$ cat src/verilog/port_c_mux_defs.vh
/*
 * Constants for the port C alternate-function multiplexer: pin positions,
 * reset values and synchroniser depth.
 * Assumes it is included by bare name from the design file.
 */
`ifndef PORT_C_MUX_DEFS_VH
`define PORT_C_MUX_DEFS_VH

`define PC_WIDTH          8
`define PC_PIN_EXT_EXTERNAL_INTERRUPT_THREE   0
`define PC_PIN_SLAVE_SEL  1
`define PC_PIN_T0_CAN_TX  2
`define PC_PIN_T1_CAN_RX  3
`define PC_PIN_DAC        7
`define PC_RESET_BYTE     8'h00
`define PC_DIE_RESET      8'hff
`define PC_SYNC_STAGES    3

`endif

$ cat src/verilog/port_c_alternate_function_mux.v
/*
 * Port C alternate-function multiplexer: merges the port direction, value
 * and pull-up registers with peripheral overrides and routes pin inputs
 * back to the timers, CAN, SPI, power stage and interrupt logic.
 * Assumes the pad ring resolves the pin level from out/oe and the pull-up
 * request; pin inputs are asynchronous and are synchronised here.
 * Assumes the analog blocks take the pads directly, so a disabled digital
 * input only blanks what the timers, CAN, SPI select, power stage and port read see.
 * Assumes software keeps analog pins as inputs with their pull-ups off.
 * Assumes pin pulses shorter than two clock cycles may be missed.
 */
// What this block does
// - pin1 drives timer1 compare B when direction output
// - pin1 carries timer1 compare B PWM output
// - SPI slave on alternate set forces select input
// - slave SPI active only while select low
// - SPI master leaves select direction to register
// - forced-input select keeps pull-up via value bit
// - pin0 supplies interrupt 3, enable overrides input
// - pin3 feeds timer1 alternate capture input
// - pin3 feeds timer1 external count source
// - pin2 feeds timer0 external count source
`timescale 1ns/1ns
`include "port_c_mux_defs.vh"

module port_c_alternate_function_mux #(
    parameter WIDTH = `PC_WIDTH
) (
    input  wire             clk_sys_in,
    input  wire             srst_in,
    // port registers
    input  wire [WIDTH-1:0] port_direction_in,
    input  wire [WIDTH-1:0] port_value_in,
    input  wire             pullup_disable_in,
    input  wire             slave_select_direction_bit_in,
    input  wire             slave_select_pullup_value_bit_in,
    // peripheral controls
    input  wire             timer1_compare_b_output_in,
    input  wire             timer1_compare_b_output_enable_in,
    input  wire             spi_enable_in,
    input  wire             spi_master_in,
    input  wire             spi_alt_pins_in,
    input  wire             external_interrupt_three_enable_in,
    input  wire             dac_output_enable_in,
    input  wire             power_stage_output_1a_enable_in,
    input  wire             power_stage_output_1a_value_in,
    input  wire [WIDTH-1:0] analog_input_disable_in,
    // pins
    input  wire [WIDTH-1:0] pin_in,
    output reg  [WIDTH-1:0] pin_out,
    output reg  [WIDTH-1:0] pin_oe_n_out,
    output reg  [WIDTH-1:0] pin_pullup_out,
    // routed inputs
    output reg  [WIDTH-1:0] port_read_out,
    output reg              external_interrupt_three_out,
    output reg              timer1_alt_capture_input_out,
    output reg              timer1_count_input_out,
    output reg              timer0_count_input_out,
    output reg              can_receive_pin_out,
    output reg              power_stage_digital_input_1_out,
    output reg              spi_slave_select_n_out,
    output reg              spi_slave_active_out
);

    // ****************************************
    // override function
    // ****************************************
    function ovr;
        input oe;
        input ov;
        input reg_val;
        begin
            ovr = oe ? ov : reg_val;
        end
    endfunction

    // ****************************************
    // pull-up function
    // ****************************************
    function pullup_term;
        input dir;
        input val;
        input pud;
        begin
            pullup_term = ~dir & val & ~pud;
        end
    endfunction

    // ****************************************
    // pin input synchroniser
    // ****************************************
    reg [WIDTH-1:0] s1_q;
    reg [WIDTH-1:0] s2_q;
    reg [WIDTH-1:0] s3_q;
    reg [WIDTH-1:0] pin_clean_q;

    always @(posedge clk_sys_in) begin
        if (srst_in) begin
            s1_q <= `PC_RESET_BYTE;
        end else begin
            s1_q <= pin_in;
        end
    end

    always @(posedge clk_sys_in) begin
        if (srst_in) begin
            s2_q <= `PC_RESET_BYTE;
        end else begin
            s2_q <= s1_q;
        end
    end

    always @(posedge clk_sys_in) begin
        if (srst_in) begin
            s3_q <= `PC_RESET_BYTE;
        end else begin
            s3_q <= s2_q;
        end
    end

    // change accepted only when stages two and three agree
    always @(posedge clk_sys_in) begin
        if (srst_in) begin
            pin_clean_q <= `PC_RESET_BYTE;
        end else begin
            pin_clean_q <= (~(s2_q ^ s3_q) & s3_q) | ((s2_q ^ s3_q) & pin_clean_q);
        end
    end

    // ****************************************
    // override terms
    // ****************************************
    // alternate slave: select pin is forced to input
    wire spi_slave_alt = spi_enable_in & ~spi_master_in & spi_alt_pins_in;

    reg [WIDTH-1:0] dd_d;
    reg [WIDTH-1:0] pv_d;
    reg [WIDTH-1:0] pu_d;
    reg [WIDTH-1:0] die_d;
    integer         i;

    always @* begin
        // register defaults, every pin
        for (i = 0; i < WIDTH; i = i + 1) begin
            dd_d[i]  = port_direction_in[i];
            pv_d[i]  = port_value_in[i];
            pu_d[i]  = pullup_term(port_direction_in[i], port_value_in[i], pullup_disable_in);
            die_d[i] = ovr(analog_input_disable_in[i], 1'h0, 1'h1);
        end

        // pin 0: power stage output; interrupt 3 keeps the input on
        dd_d[`PC_PIN_EXT_EXTERNAL_INTERRUPT_THREE]  = ovr(power_stage_output_1a_enable_in, 1'h1,
                                      port_direction_in[`PC_PIN_EXT_EXTERNAL_INTERRUPT_THREE]);
        pv_d[`PC_PIN_EXT_EXTERNAL_INTERRUPT_THREE]  = ovr(power_stage_output_1a_enable_in, power_stage_output_1a_value_in,
                                      port_value_in[`PC_PIN_EXT_EXTERNAL_INTERRUPT_THREE]);
        pu_d[`PC_PIN_EXT_EXTERNAL_INTERRUPT_THREE]  = pu_d[`PC_PIN_EXT_EXTERNAL_INTERRUPT_THREE] & ~power_stage_output_1a_enable_in;
        die_d[`PC_PIN_EXT_EXTERNAL_INTERRUPT_THREE] = ovr(external_interrupt_three_enable_in, external_interrupt_three_enable_in,
                                      1'h1);

        // pin 1: compare B rides on the value, drive needs the direction bit
        dd_d[`PC_PIN_SLAVE_SEL] = spi_slave_alt ? 1'h0 : slave_select_direction_bit_in;
        pv_d[`PC_PIN_SLAVE_SEL] = ovr(timer1_compare_b_output_enable_in, timer1_compare_b_output_in,
                                      port_value_in[`PC_PIN_SLAVE_SEL]);
        // forced-input select still honours its own pull-up bit
        pu_d[`PC_PIN_SLAVE_SEL] = spi_slave_alt ? pullup_term(1'h0, slave_select_pullup_value_bit_in,
                                                              pullup_disable_in)
                                                : pu_d[`PC_PIN_SLAVE_SEL];

        // pins 2 to 6 keep the register values

        // pin 7: DAC owns the pin, digital input off
        dd_d[`PC_PIN_DAC]  = ovr(dac_output_enable_in, 1'h0, port_direction_in[`PC_PIN_DAC]);
        pu_d[`PC_PIN_DAC]  = pu_d[`PC_PIN_DAC] & ~dac_output_enable_in;
        die_d[`PC_PIN_DAC] = ovr(dac_output_enable_in, 1'h0, 1'h1);
    end

    // ****************************************
    // gated pin read and slave select
    // ****************************************
    wire [WIDTH-1:0] din = pin_clean_q & die_d;

    // routed taps; only interrupt 3 bypasses the gate
    wire             pin0_level = pin_clean_q[`PC_PIN_EXT_EXTERNAL_INTERRUPT_THREE];
    wire             pin1_level = din[`PC_PIN_SLAVE_SEL];
    wire             pin2_level = din[`PC_PIN_T0_CAN_TX];
    wire             pin3_level = din[`PC_PIN_T1_CAN_RX];
    reg              ss_level_d;
    reg              ss_active_d;

    always @* begin
        ss_level_d  = 1'h1;
        ss_active_d = 1'h0;
        if (spi_slave_alt) begin
            ss_level_d  = pin1_level;
            ss_active_d = ~pin1_level;
        end
    end

    // ****************************************
    // registered pin drive
    // ****************************************
    // registered: one cycle latency traded for glitch-free pads
    always @(posedge clk_sys_in) begin
        if (srst_in) begin
            pin_out <= `PC_RESET_BYTE;
        end else begin
            pin_out <= pv_d;
        end
    end

    always @(posedge clk_sys_in) begin
        if (srst_in) begin
            pin_oe_n_out <= {WIDTH{1'h1}};
        end else begin
            pin_oe_n_out <= ~dd_d;
        end
    end

    always @(posedge clk_sys_in) begin
        if (srst_in) begin
            pin_pullup_out <= `PC_RESET_BYTE;
        end else begin
            pin_pullup_out <= pu_d;
        end
    end

    always @(posedge clk_sys_in) begin
        if (srst_in) begin
            port_read_out <= `PC_RESET_BYTE;
        end else begin
            port_read_out <= din;
        end
    end

    // ****************************************
    // registered routed inputs
    // ****************************************
    // interrupt sees the pin even with digital input overridden
    always @(posedge clk_sys_in) begin
        if (srst_in) begin
            external_interrupt_three_out <= 1'h0;
        end else begin
            external_interrupt_three_out <= pin0_level;
        end
    end

    always @(posedge clk_sys_in) begin
        if (srst_in) begin
            timer1_alt_capture_input_out <= 1'h0;
        end else begin
            timer1_alt_capture_input_out <= pin3_level;
        end
    end

    always @(posedge clk_sys_in) begin
        if (srst_in) begin
            timer1_count_input_out <= 1'h0;
        end else begin
            timer1_count_input_out <= pin3_level;
        end
    end

    always @(posedge clk_sys_in) begin
        if (srst_in) begin
            can_receive_pin_out <= 1'h0;
        end else begin
            can_receive_pin_out <= pin3_level;
        end
    end

    always @(posedge clk_sys_in) begin
        if (srst_in) begin
            timer0_count_input_out <= 1'h0;
        end else begin
            timer0_count_input_out <= pin2_level;
        end
    end

    always @(posedge clk_sys_in) begin
        if (srst_in) begin
            power_stage_digital_input_1_out <= 1'h0;
        end else begin
            power_stage_digital_input_1_out <= pin1_level;
        end
    end

    always @(posedge clk_sys_in) begin
        if (srst_in) begin
            spi_slave_select_n_out <= 1'h1;
        end else begin
            spi_slave_select_n_out <= ss_level_d;
        end
    end

    always @(posedge clk_sys_in) begin
        if (srst_in) begin
            spi_slave_active_out <= 1'h0;
        end else begin
            spi_slave_active_out <= ss_active_d;
        end
    end

endmodule // port_c_alternate_function_mux

$ cat config.mk
export PLATFORM = sky130hd
export DESIGN_NAME = port_c_alternate_function_mux
export DESIGN_NICKNAME = d
export VERILOG_FILES = /design/src/verilog/port_c_alternate_function_mux.v
export VERILOG_INCLUDE_DIRS = /design/src /design/src/verilog
export SDC_FILE = /design/constraint.sdc
export NUM_CORES = 1
export LEC_CHECK = 0
export ABC_CLOCK_PERIOD_IN_PS = 1400
export CAP_MARGIN = 5
export CORE_MARGIN = 2
export CORE_UTILIZATION = 64
export CTS_BUF_LIST = sky130_fd_sc_hd__clkbuf_8 sky130_fd_sc_hd__clkbuf_16
export CTS_CLUSTER_SIZE = 10
export DETAILED_ROUTE_END_ITERATION = 12
export DONT_BUFFER_PORTS = 1
export PLACE_DENSITY = 0.78
export SLEW_MARGIN = 20
export SYNTH_ARGS = -nofsm -noshare
export SYNTH_HDL_FRONTEND = slang
export SYNTH_SLANG_ARGS = --single-unit
$ cat constraint.sdc
create_clock -name clk_sys_in -period 1.4 [get_ports clk_sys_in]
set_input_delay 0.28 -clock clk_sys_in [delete_from_list [all_inputs] [get_ports clk_sys_in]]
set_output_delay 0.28 -clock clk_sys_in [all_outputs]
set_load 0.02 [all_outputs]
==> metrics.md, run 1 <==
| Metric | Value |
|---|---|
| WP data required | 1120 ps |
| Pre-CTS WS | 442.5 ps |
| Final WS setup | 246.4 ps |
| WL per Instance | 13.23 um |
| WL final | 2726 um |
| Final setup viols | 0 |
| Crit. End Element | primary output |
| CTS tree | done |
| Layout Area Growth over Synthesis | 9.345% |
| Final Slew Violations | 0 |
| Top cells by area in the synthesized netlist | dfxtp_1 67%, nor2b_1 7.9%, nor3b_1 4.2% |
| Skew final | 4.416 ps |
| Die area | 3535 sq um |
| Clk sinks | 66 |
| RSZ-0062 raised after global routing | false |
| Tcrit/Tclk final | 82.40% |
| Register area | 1321 sq um |
| Number of global-route vias before repair | 985 |
| Fmax | 0.8668 GHz |
| GRT Residual Overflow | 0 |
| IO Count | 86 |
| Number of core rows | 20 |
| H-tree Lvls | 3 |
| Design area | 2152 sq um |
| Status | finished, final reports clean |
| Pre-antenna DRT Iters | 4 |
| Maximum VDD drop | 977.0 uV |
| Antenna viol nets, final | 0 |
| I/O Buffers | 0 |
| Min Hold Slack | 22.37 ps |
| Yosys top cell area share | 67.13% |
| Max_cap viols | 0 |
| Post-synth top area cell | dfxtp_1 |
| Postcts setup bufs | 0 |
| Clock transition at path regs | 60 ps |
| First-pass GRT wire length | 4160 um |
| Die width | 59.46 um |
| Post-Syn Nets | 215 |
| Reg2reg path depth | 2 |
| Yosys cell types | 23 |
| CP Data Arrival Time | 870 ps |
| Final GP Congestion | 0.6003 |
| Vias per cell | 5.248 |
| Area of the multi-input gates | 565.5 sq um |
| Post-CTS sizing | 0 |
| Syn_area_per_cell | 11.65 sq um |
| Power Dens Cells | 1709 nW/um^2 |
| Final total power | 3.677 mW |
| Yosys reg bits | 66 |
| Worst min-delay path class | input port to flip-flop |
| Final std cells w/o fill | 206 |
| GRT Total Usage | 17.00% |
| Clock buffer count from CTS | 9 |
| Leakage | 0.8381 nW |
| Post-layout min period | 1154 ps |
| Final Hold Viols | 0 |
| Number of stages on the worst setup path | 0 |
| Placed insts | 190 |
| Initial DRC Count | 41 |
| Share of layout cells above drive strength 1 | 10.98% |
| CP max FO | 2 |
| Area of the core | 2978 sq um |
| Hold path depth | 1 |
| Fillers | 213 |
| Clk_lat worst skew | 320 ps |
| Vertical die dimension | 59.46 um |
| Post-synthesis sequential area ratio | 67.13% |
| Synth warn | 0 |
| DP HPWL | 1893 um |
| Max_slew headroom | 74.36% |
| Initial antenna violation count | 0 |
| Largest net degree at the start of global routing | 61 |
| # diodes | 0 |
| Post-route DRC | 0 |
| Final core occ | 72.27% |
| Hold_buf cts | 0 |
| Nets | 214 |
| Starting density of the core | 66.09% |
| Root Buffer | clkbuf_8 |
| Post-Synthesis Cells | 169 |
| DR vias | 1081 |
| Post-place instance area | 1936 sq um |
| Critical Path Start Type | flip-flop |
| Mapped Area | 1968 sq um |
| Kind of critical path | flip-flop to primary output |
| Max clock buf depth | 2 |
| Setup TNS | 0 ps |
| Worst Max-Slew Pin Slew | 384.0 ps |
area by class of cell:
type / instances / share of cell area [%]
Clock buffer: 13 / 8.314
Sequential cell: 66 / 61.40
Tap cell: 33 / 1.919
Clock inverter: 3 / 1.744
Timing Repair Buffer: 1 / 0.3488
Multi-Input combinational cell: 90 / 26.28
path summary, 6_finish.rpt:
check                                     startpoint                           end  slack, ps
worst max-delay path                port_read_out[0]  external_interrupt_three_out        250
worst min-delay path            port_direction_in[6]             pin_pullup_out[6]         20
worst max register to register             flip-flop        spi_slave_select_n_out        530
worst min register to register               s1_q[4]                       s2_q[4]        430
routing by layer:
layer / vias up / GRT usage, % / part of all wire [%]
li1: 540 / - / -
met1: 478 / 16.62 / 39
met2: 56 / 27.32 / 48
met3: 7 / 10.48 / 10
met4: 0 / 9.740 / 1.9
met5: - / 0 / 0
logic make-up (layout without fill, tap and decap cells):
family | Yosys count | in the layout | share of synthesized area [%]
AND/OR/NAND/NOR | 70 | 70 | 22.70
AO/OA/AOI/OAI | 17 | 17 | 4.450
flip-flops | 66 | 66 | 67.13
multiplexers | 3 | 3 | 1.589
buffers and inverters | 13 | 17 | 4.132
cell usage after synthesis (all sizes together):
| master | instances |
|---|---|
| o21bai | 1 |
| nand3b | 2 |
| a21oi | 8 |
| nor4 | 1 |
| buf | 12 |
| nand2 | 9 |
| nor3 | 1 |
| dfxtp | 66 |
| nand2b | 5 |
| nor4b | 2 |
| and2b | 6 |
| nor3b | 11 |
| or3 | 1 |
| mux2i | 2 |
| nor2b | 27 |
| o21ai | 8 |
| clkbuf | 1 |
| nor2 | 3 |
| and2 | 2 |
| mux2 | 1 |
layout by cell type (no fill, tap or decap), drive strengths merged:
| master | netlist | routed |
|---|---|---|
| mux2i | 2 | 2 |
| nor2b | 27 | 27 |
| a21oi | 8 | 8 |
| o21bai | 1 | 1 |
| nor2 | 3 | 3 |
| nor4 | 1 | 1 |
| or3 | 1 | 1 |
| nand2 | 9 | 9 |
| nand3b | 2 | 2 |
| buf | 12 | 1 |
| nor4b | 2 | 2 |
| nor3b | 11 | 11 |
| dfxtp | 66 | 66 |
| bufinv | 0 | 1 |
| nor3 | 1 | 1 |
| o21ai | 8 | 8 |
| nand2b | 5 | 5 |
| and2 | 2 | 2 |
| and2b | 6 | 6 |
| clkbuf | 1 | 13 |
| mux2 | 1 | 1 |
| inv | 0 | 2 |
power breakdown:
group / internal, mW / switching, mW / leakage, nW
combinational: 0.0414 / 0.0177 / 0.179
sequential: 1.94 / 0.0623 / 0.541
clock: 1.00 / 0.611 / 0.118
Power figures use the tool's default switching activity.
==> run 2, diff against run 1 <==
--- a/config.mk
+++ b/config.mk
@@ -6,15 +6,15 @@
 export SDC_FILE = /design/constraint.sdc
 export NUM_CORES = 1
 export LEC_CHECK = 0
-export ABC_CLOCK_PERIOD_IN_PS = 1400
+export ABC_CLOCK_PERIOD_IN_PS = 1100
 export CAP_MARGIN = 5
 export CORE_MARGIN = 2
-export CORE_UTILIZATION = 64
+export CORE_UTILIZATION = 59
 export CTS_BUF_LIST = sky130_fd_sc_hd__clkbuf_8 sky130_fd_sc_hd__clkbuf_16
 export CTS_CLUSTER_SIZE = 10
 export DETAILED_ROUTE_END_ITERATION = 12
 export DONT_BUFFER_PORTS = 1
-export PLACE_DENSITY = 0.78
+export PLACE_DENSITY = 0.73
 export SLEW_MARGIN = 20
 export SYNTH_ARGS = -nofsm -noshare
 export SYNTH_HDL_FRONTEND = slang
==> constraint.sdc (replaced) <==
create_clock -name clk_sys_in -period 1.1 [get_ports clk_sys_in]
set_input_delay 0.22 -clock clk_sys_in [delete_from_list [all_inputs] [get_ports clk_sys_in]]
set_output_delay 0.22 -clock clk_sys_in [all_outputs]
set_load 0.02 [all_outputs]
==> metrics.md, run 2 (same netlist as run 1, synthesis figures left out) <==
| Metric | Value |
|---|---|
| Nets | 246 |
| Vias per cell | 4.827 |
| Worst path bufs/invs | 1 |
| Die area | 3814 sq um |
| Root Buffer | clkbuf_8 |
| Met1 wire length | 1401 um |
| Largest delay contributor family on the critical path | buffers and inverters |
| IO Count | 86 |
| WL met3 | 303 um |
| Number of global-route vias before repair | 1221 |
| Final Hold Viols | 0 |
| Antenna viol nets, final | 0 |
| Final std cells w/o fill | 249 |
| Setup TNS | 0 ps |
| Share of layout cells above drive strength 1 | 13.66% |
| WL final | 3477 um |
| Critical Path Start Type | flip-flop |
| CP Data Arrival Time | 1300 ps |
| Most frequent cells in the layout | 59 x dfxtp_1, 30 x dlygate4sd3_1, 24 x nor2b_1 |
| Max_slew headroom | 83.21% |
| Crit. End Element | flip-flop |
| Fmax | 0.9221 GHz |
| DR vias | 1202 |
| Commonest non-fill, non-tap cell in the layout | dfxtp_1 |
| Worst Max-Slew Pin Slew | 248.3 ps |
| Tcrit/Tclk final | 98.59% |
| Kind of critical path | flip-flop to flip-flop |
| Worst min-delay path class | input port to flip-flop |
| GRT Residual Overflow | 0 |
| Power Dens Cells | 1788 nW/um^2 |
| Starting density of the core | 63.43% |
| CP max stage cell | dlygate4sd3_1 |
| Max clock buf depth | 2 |
| H-tree Lvls | 3 |
| CP Cell Sequence | nor2b_1, dlygate4sd3_1 |
| Status | finished, final reports clean |
| CP max FO | 1 |
| Layout Area Growth over Synthesis | 25.24% |
| Max_cap viols | 0 |
| Die width | 61.76 um |
| Clk_lat worst skew | 320 ps |
| Final setup viols | 0 |
| # diodes | 0 |
| CTS tree | done |
| Maximum VDD drop | 1222 uV |
| Initial DRC Count | 72 |
| DP HPWL | 1765 um |
| Largest stage delay, worst path | 540 ps |
| Placed insts | 201 |
| Final GP Congestion | 0.6625 |
| I/O Buffers | 0 |
| WL per Instance | 13.96 um |
| Skew final | 6.136 ps |
| GRT Total Usage | 20.78% |
| Clk sinks | 66 |
| Clock transition at path regs | 70 ps |
| Leakage | 0.9837 nW |
| Clock buffer count from CTS | 9 |
| Initial antenna violation count | 0 |
| DR top layer | met4 |
| Vertical die dimension | 61.76 um |
| Post-route DRC | 0 |
| Number of core rows | 20 |
| Total length of routed met2 wires | 1753 um |
| Area of the core | 3103 sq um |
| Final Slew Violations | 0 |
| Largest net degree at the start of global routing | 37 |
| Post-layout min period | 1084 ps |
| Pre-antenna DRT Iters | 4 |
| WP data required | 1310 ps |
| First-pass GRT wire length | 5382 um |
[run 2: cell types whose count changed in the layout (fill, tap and decap cells not counted)]
| cell | delta |
|---|---|
| clkinv_2 | +3 |
| dlygate4sd3_1 | +30 |
| nor2b_2 | +1 |
| bufinv_16 | -1 |
| clkbuf_8 | -3 |
| inv_1 | +1 |
| dfxtp_1 | -7 |
| dfxtp_2 | +7 |
| buf_12 | +2 |
| nor2b_1 | -1 |
[run 2: path summary, 6_finish.rpt]
kind             start       to  slack (ps)  depth (start not counted)
max            s1_q[6]  s2_q[6]          20                          2
min          pin_in[3]  s1_q[3]          20                          1
min reg2reg    s1_q[4]  s2_q[4]         450                          1
max reg2reg    s1_q[6]  s2_q[6]          20                          2
[run 2: cell type report]
cell class              count  area [sq um]
clock buffers              10         137.6
clock inverters             6         26.28
fillers                   211         638.1
multi-input cells          90         568.0
flip-flops and latches     66          1330
well taps                  44         55.05
repair buffers             33         347.8
[run 2: worst reg2reg max path: stages (launching register included)]
cell,delay (ps)
dfxtp_1,310
nor2b_1,120
dlygate4sd3_1,540
[run 2: metal layers]
layer | vias up | global-route usage, %
li1 | 604 | -
met1 | 540 | 21.63
met2 | 56 | 34.74
met3 | 2 | 11.18
met4 | 0 | 9.119
met5 | - | 0
[run 2: where the power goes]
group          switching (mW)  leakage, nW  total (mW)  internal, mW
Combinational          0.0662        0.340       0.196         0.129
Sequential             0.0803        0.544        2.55          2.47
Clock                   0.819       0.0996        1.66         0.842
[run 2: through the flow]
stage                     setup slack, ps  total power [mW]  area (sq um)  hold WS [ps]  utilization (%)
after floorplan                     227.6             2.696          1968         281.9                -
after global placement              206.5             2.673          1962         285.5            63.23
after detailed placement            189.7             2.679          1962         290.3            63.23
after CTS                           11.80             4.419          2470         1.919            79.60
after global routing               -20.95             4.590          2465         3.941            79.44
final                               15.56             4.407          2465         23.45            79.44
[run 2: timing repair]
item,CTS,global route
pin swaps,0,0
buffers inserted,0,1
setup endpoints to repair,6,4
hold buffers,33,2
resized for setup,3,5
hold endpoints to repair,58,5
==> run 3, diff against run 2 <==
--- a/config.mk
+++ b/config.mk
@@ -9,12 +9,13 @@
 export ABC_CLOCK_PERIOD_IN_PS = 1100
 export CAP_MARGIN = 5
 export CORE_MARGIN = 2
-export CORE_UTILIZATION = 59
+export CORE_UTILIZATION = 25
 export CTS_BUF_LIST = sky130_fd_sc_hd__clkbuf_8 sky130_fd_sc_hd__clkbuf_16
 export CTS_CLUSTER_SIZE = 10
 export DETAILED_ROUTE_END_ITERATION = 12
 export DONT_BUFFER_PORTS = 1
-export PLACE_DENSITY = 0.73
+export MAX_ROUTING_LAYER = met4
+export PLACE_DENSITY = 0.36
 export SLEW_MARGIN = 20
 export SYNTH_ARGS = -nofsm -noshare
 export SYNTH_HDL_FRONTEND = slang
==> metrics.md, run 3 (same netlist as run 1, synthesis figures left out) <==
| Metric | Value |
|---|---|
| Max_cap viols | 0 |
| Vertical die dimension | 92.73 um |
| Most frequent cells in the layout | 57 x dfxtp_1, 34 x dlygate4sd3_1, 23 x nor2b_1 |
| Die area | 8598 sq um |
| Post-layout min period | 1076 ps |
| CP max FO | 2 |
| Final Slew Violations | 0 |
| Fmax | 0.9293 GHz |
| Power Dens Cells | 1810 nW/um^2 |
| Number of global-route vias before repair | 1265 |
| Final total power | 4.774 mW |
| CTS tree | done |
| Initial antenna violation count | 0 |
| Nets | 252 |
| Area of the core | 7687 sq um |
| GRT Total Usage | 9.661% |
| Layout Area Growth over Synthesis | 34.01% |
| WL final | 3856 um |
| Clock transition at path regs | 60 ps |
| Vias per cell | 4.138 |
| Largest net degree at the start of global routing | 36 |
| Hold path startpoint | pin_in[3] |
| CP Cell Sequence | nor2b_1, dlygate4sd3_1 |
| Maximum VDD drop | 747.5 uV |
| Final WS setup | 23.94 ps |
| Number of core rows | 32 |
| Max_slew headroom | 80.76% |
| Tcrit/Tclk final | 97.82% |
| Max clock buf depth | 2 |
| WL per Instance | 12.36 um |
| DR vias | 1291 |
| Root Buffer | clkbuf_8 |
| Worst Max-Slew Pin Slew | 287.6 ps |
| GRT Residual Overflow | 0 |
| Final std cells w/o fill | 312 |
| Leakage | 1.027 nW |
| Final GP Congestion | 0.5799 |
| Antenna viol nets, final | 0 |
| Pre-antenna DRT Iters | 3 |
| IO Count | 86 |
| First-pass GRT wire length | 6030 um |
| CP max stage cell | dlygate4sd3_1 |
| I/O Buffers | 0 |
| Clk_lat worst skew | 320 ps |
| Reg2reg path depth | 2 |
| Share of layout cells above drive strength 1 | 16.19% |
| Commonest non-fill, non-tap cell in the layout | dfxtp_1 |
| Placed insts | 259 |
| Status | finished, final reports clean |
| Final Hold Viols | 0 |
| Post-route DRC | 0 |
| Pre-CTS WS | 151.3 ps |
| CP Data Arrival Time | 1290 ps |
| Clock buffer count from CTS | 9 |
| Setup TNS | 0 ps |
| Largest stage delay, worst path | 540 ps |
| Hold path depth | 1 |
| H-tree Lvls | 3 |
| # diodes | 0 |
| Worst min-delay path class | input port to flip-flop |
| Min Hold Slack | 35.92 ps |
| RR Startpoint | s2_q[1] |
| Clk sinks | 66 |
| Final setup viols | 0 |
| Die width | 92.73 um |
| Kind of critical path | flip-flop to flip-flop |
| Initial DRC Count | 27 |
| Hold endpoint | s1_q[3] |
| DP HPWL | 2226 um |
| WP data required | 1320 ps |
| R2R Path End | s3_q[1] |
| Critical Path Start Type | flip-flop |
| Starting density of the core | 25.60% |
| Crit. End Element | flip-flop |
| Skew final | 3.750 ps |
| Worst reg-to-reg setup slack | 20 ps |
## run 3: stage by stage
stage	area, sq um	utilization [%]
finish	2638	34.31
CTS	2623	34.11
floorplan	1968	-
detailed placement	2034	26.46
global placement	2034	26.46
global route	2638	34.31
## run 3: layout make-up
class / count / area (sq um)
clock buffers: 12 / 165.2
clock inverters: 3 / 38.79
fillers: 804 / 5050
multi-input cells: 90 / 570.5
flip-flops and latches: 66 / 1333
well taps: 102 / 127.6
repair buffers: 39 / 402.9
## run 3: worst max-delay path, delay by kind of cell, from the launching register on
family,cells,cell delay [ps]
DFF,1,320
and+or+nand+nor,1,110
buffers and inverters,1,540
## run 3: how the worst max path moves through the flow
stage	cells after the start	startpoint	end
2_1_floorplan	2	spi_master_in	spi_slave_select_n_out
3_3_place_gp	2	spi_master_in	spi_slave_select_n_out
3_5_place_dp	2	spi_master_in	spi_slave_select_n_out
4_1_cts	1	port_read_out[3]	port_read_out[3]
5_1_grt	2	s2_q[1]	s3_q[1]
6_report	2	s2_q[1]	s3_q[1]
## run 3: repair_timing
| action | in CTS | in global routing |
|---|---|---|
| endpoints found under the hold margin | 61 | 3 |
| buffers inserted | 0 | 3 |
| setup endpoints to repair | 6 | 9 |
| hold buffers | 37 | 1 |
| resized for setup | 3 | 8 |
## run 3: power breakdown
part	switching, mW	internal, mW
clock	0.806	1.21
sequential	0.0811	2.47
combinational	0.0689	0.140
## run 3: per-layer routing
layer	global-route usage (%)	up-vias	wire (um)
li1	-	616	-
met1	10.29	619	1600
met2	15.09	44	1885
met3	4.150	12	273
met4	5.515	0	96
met5	-	-	0
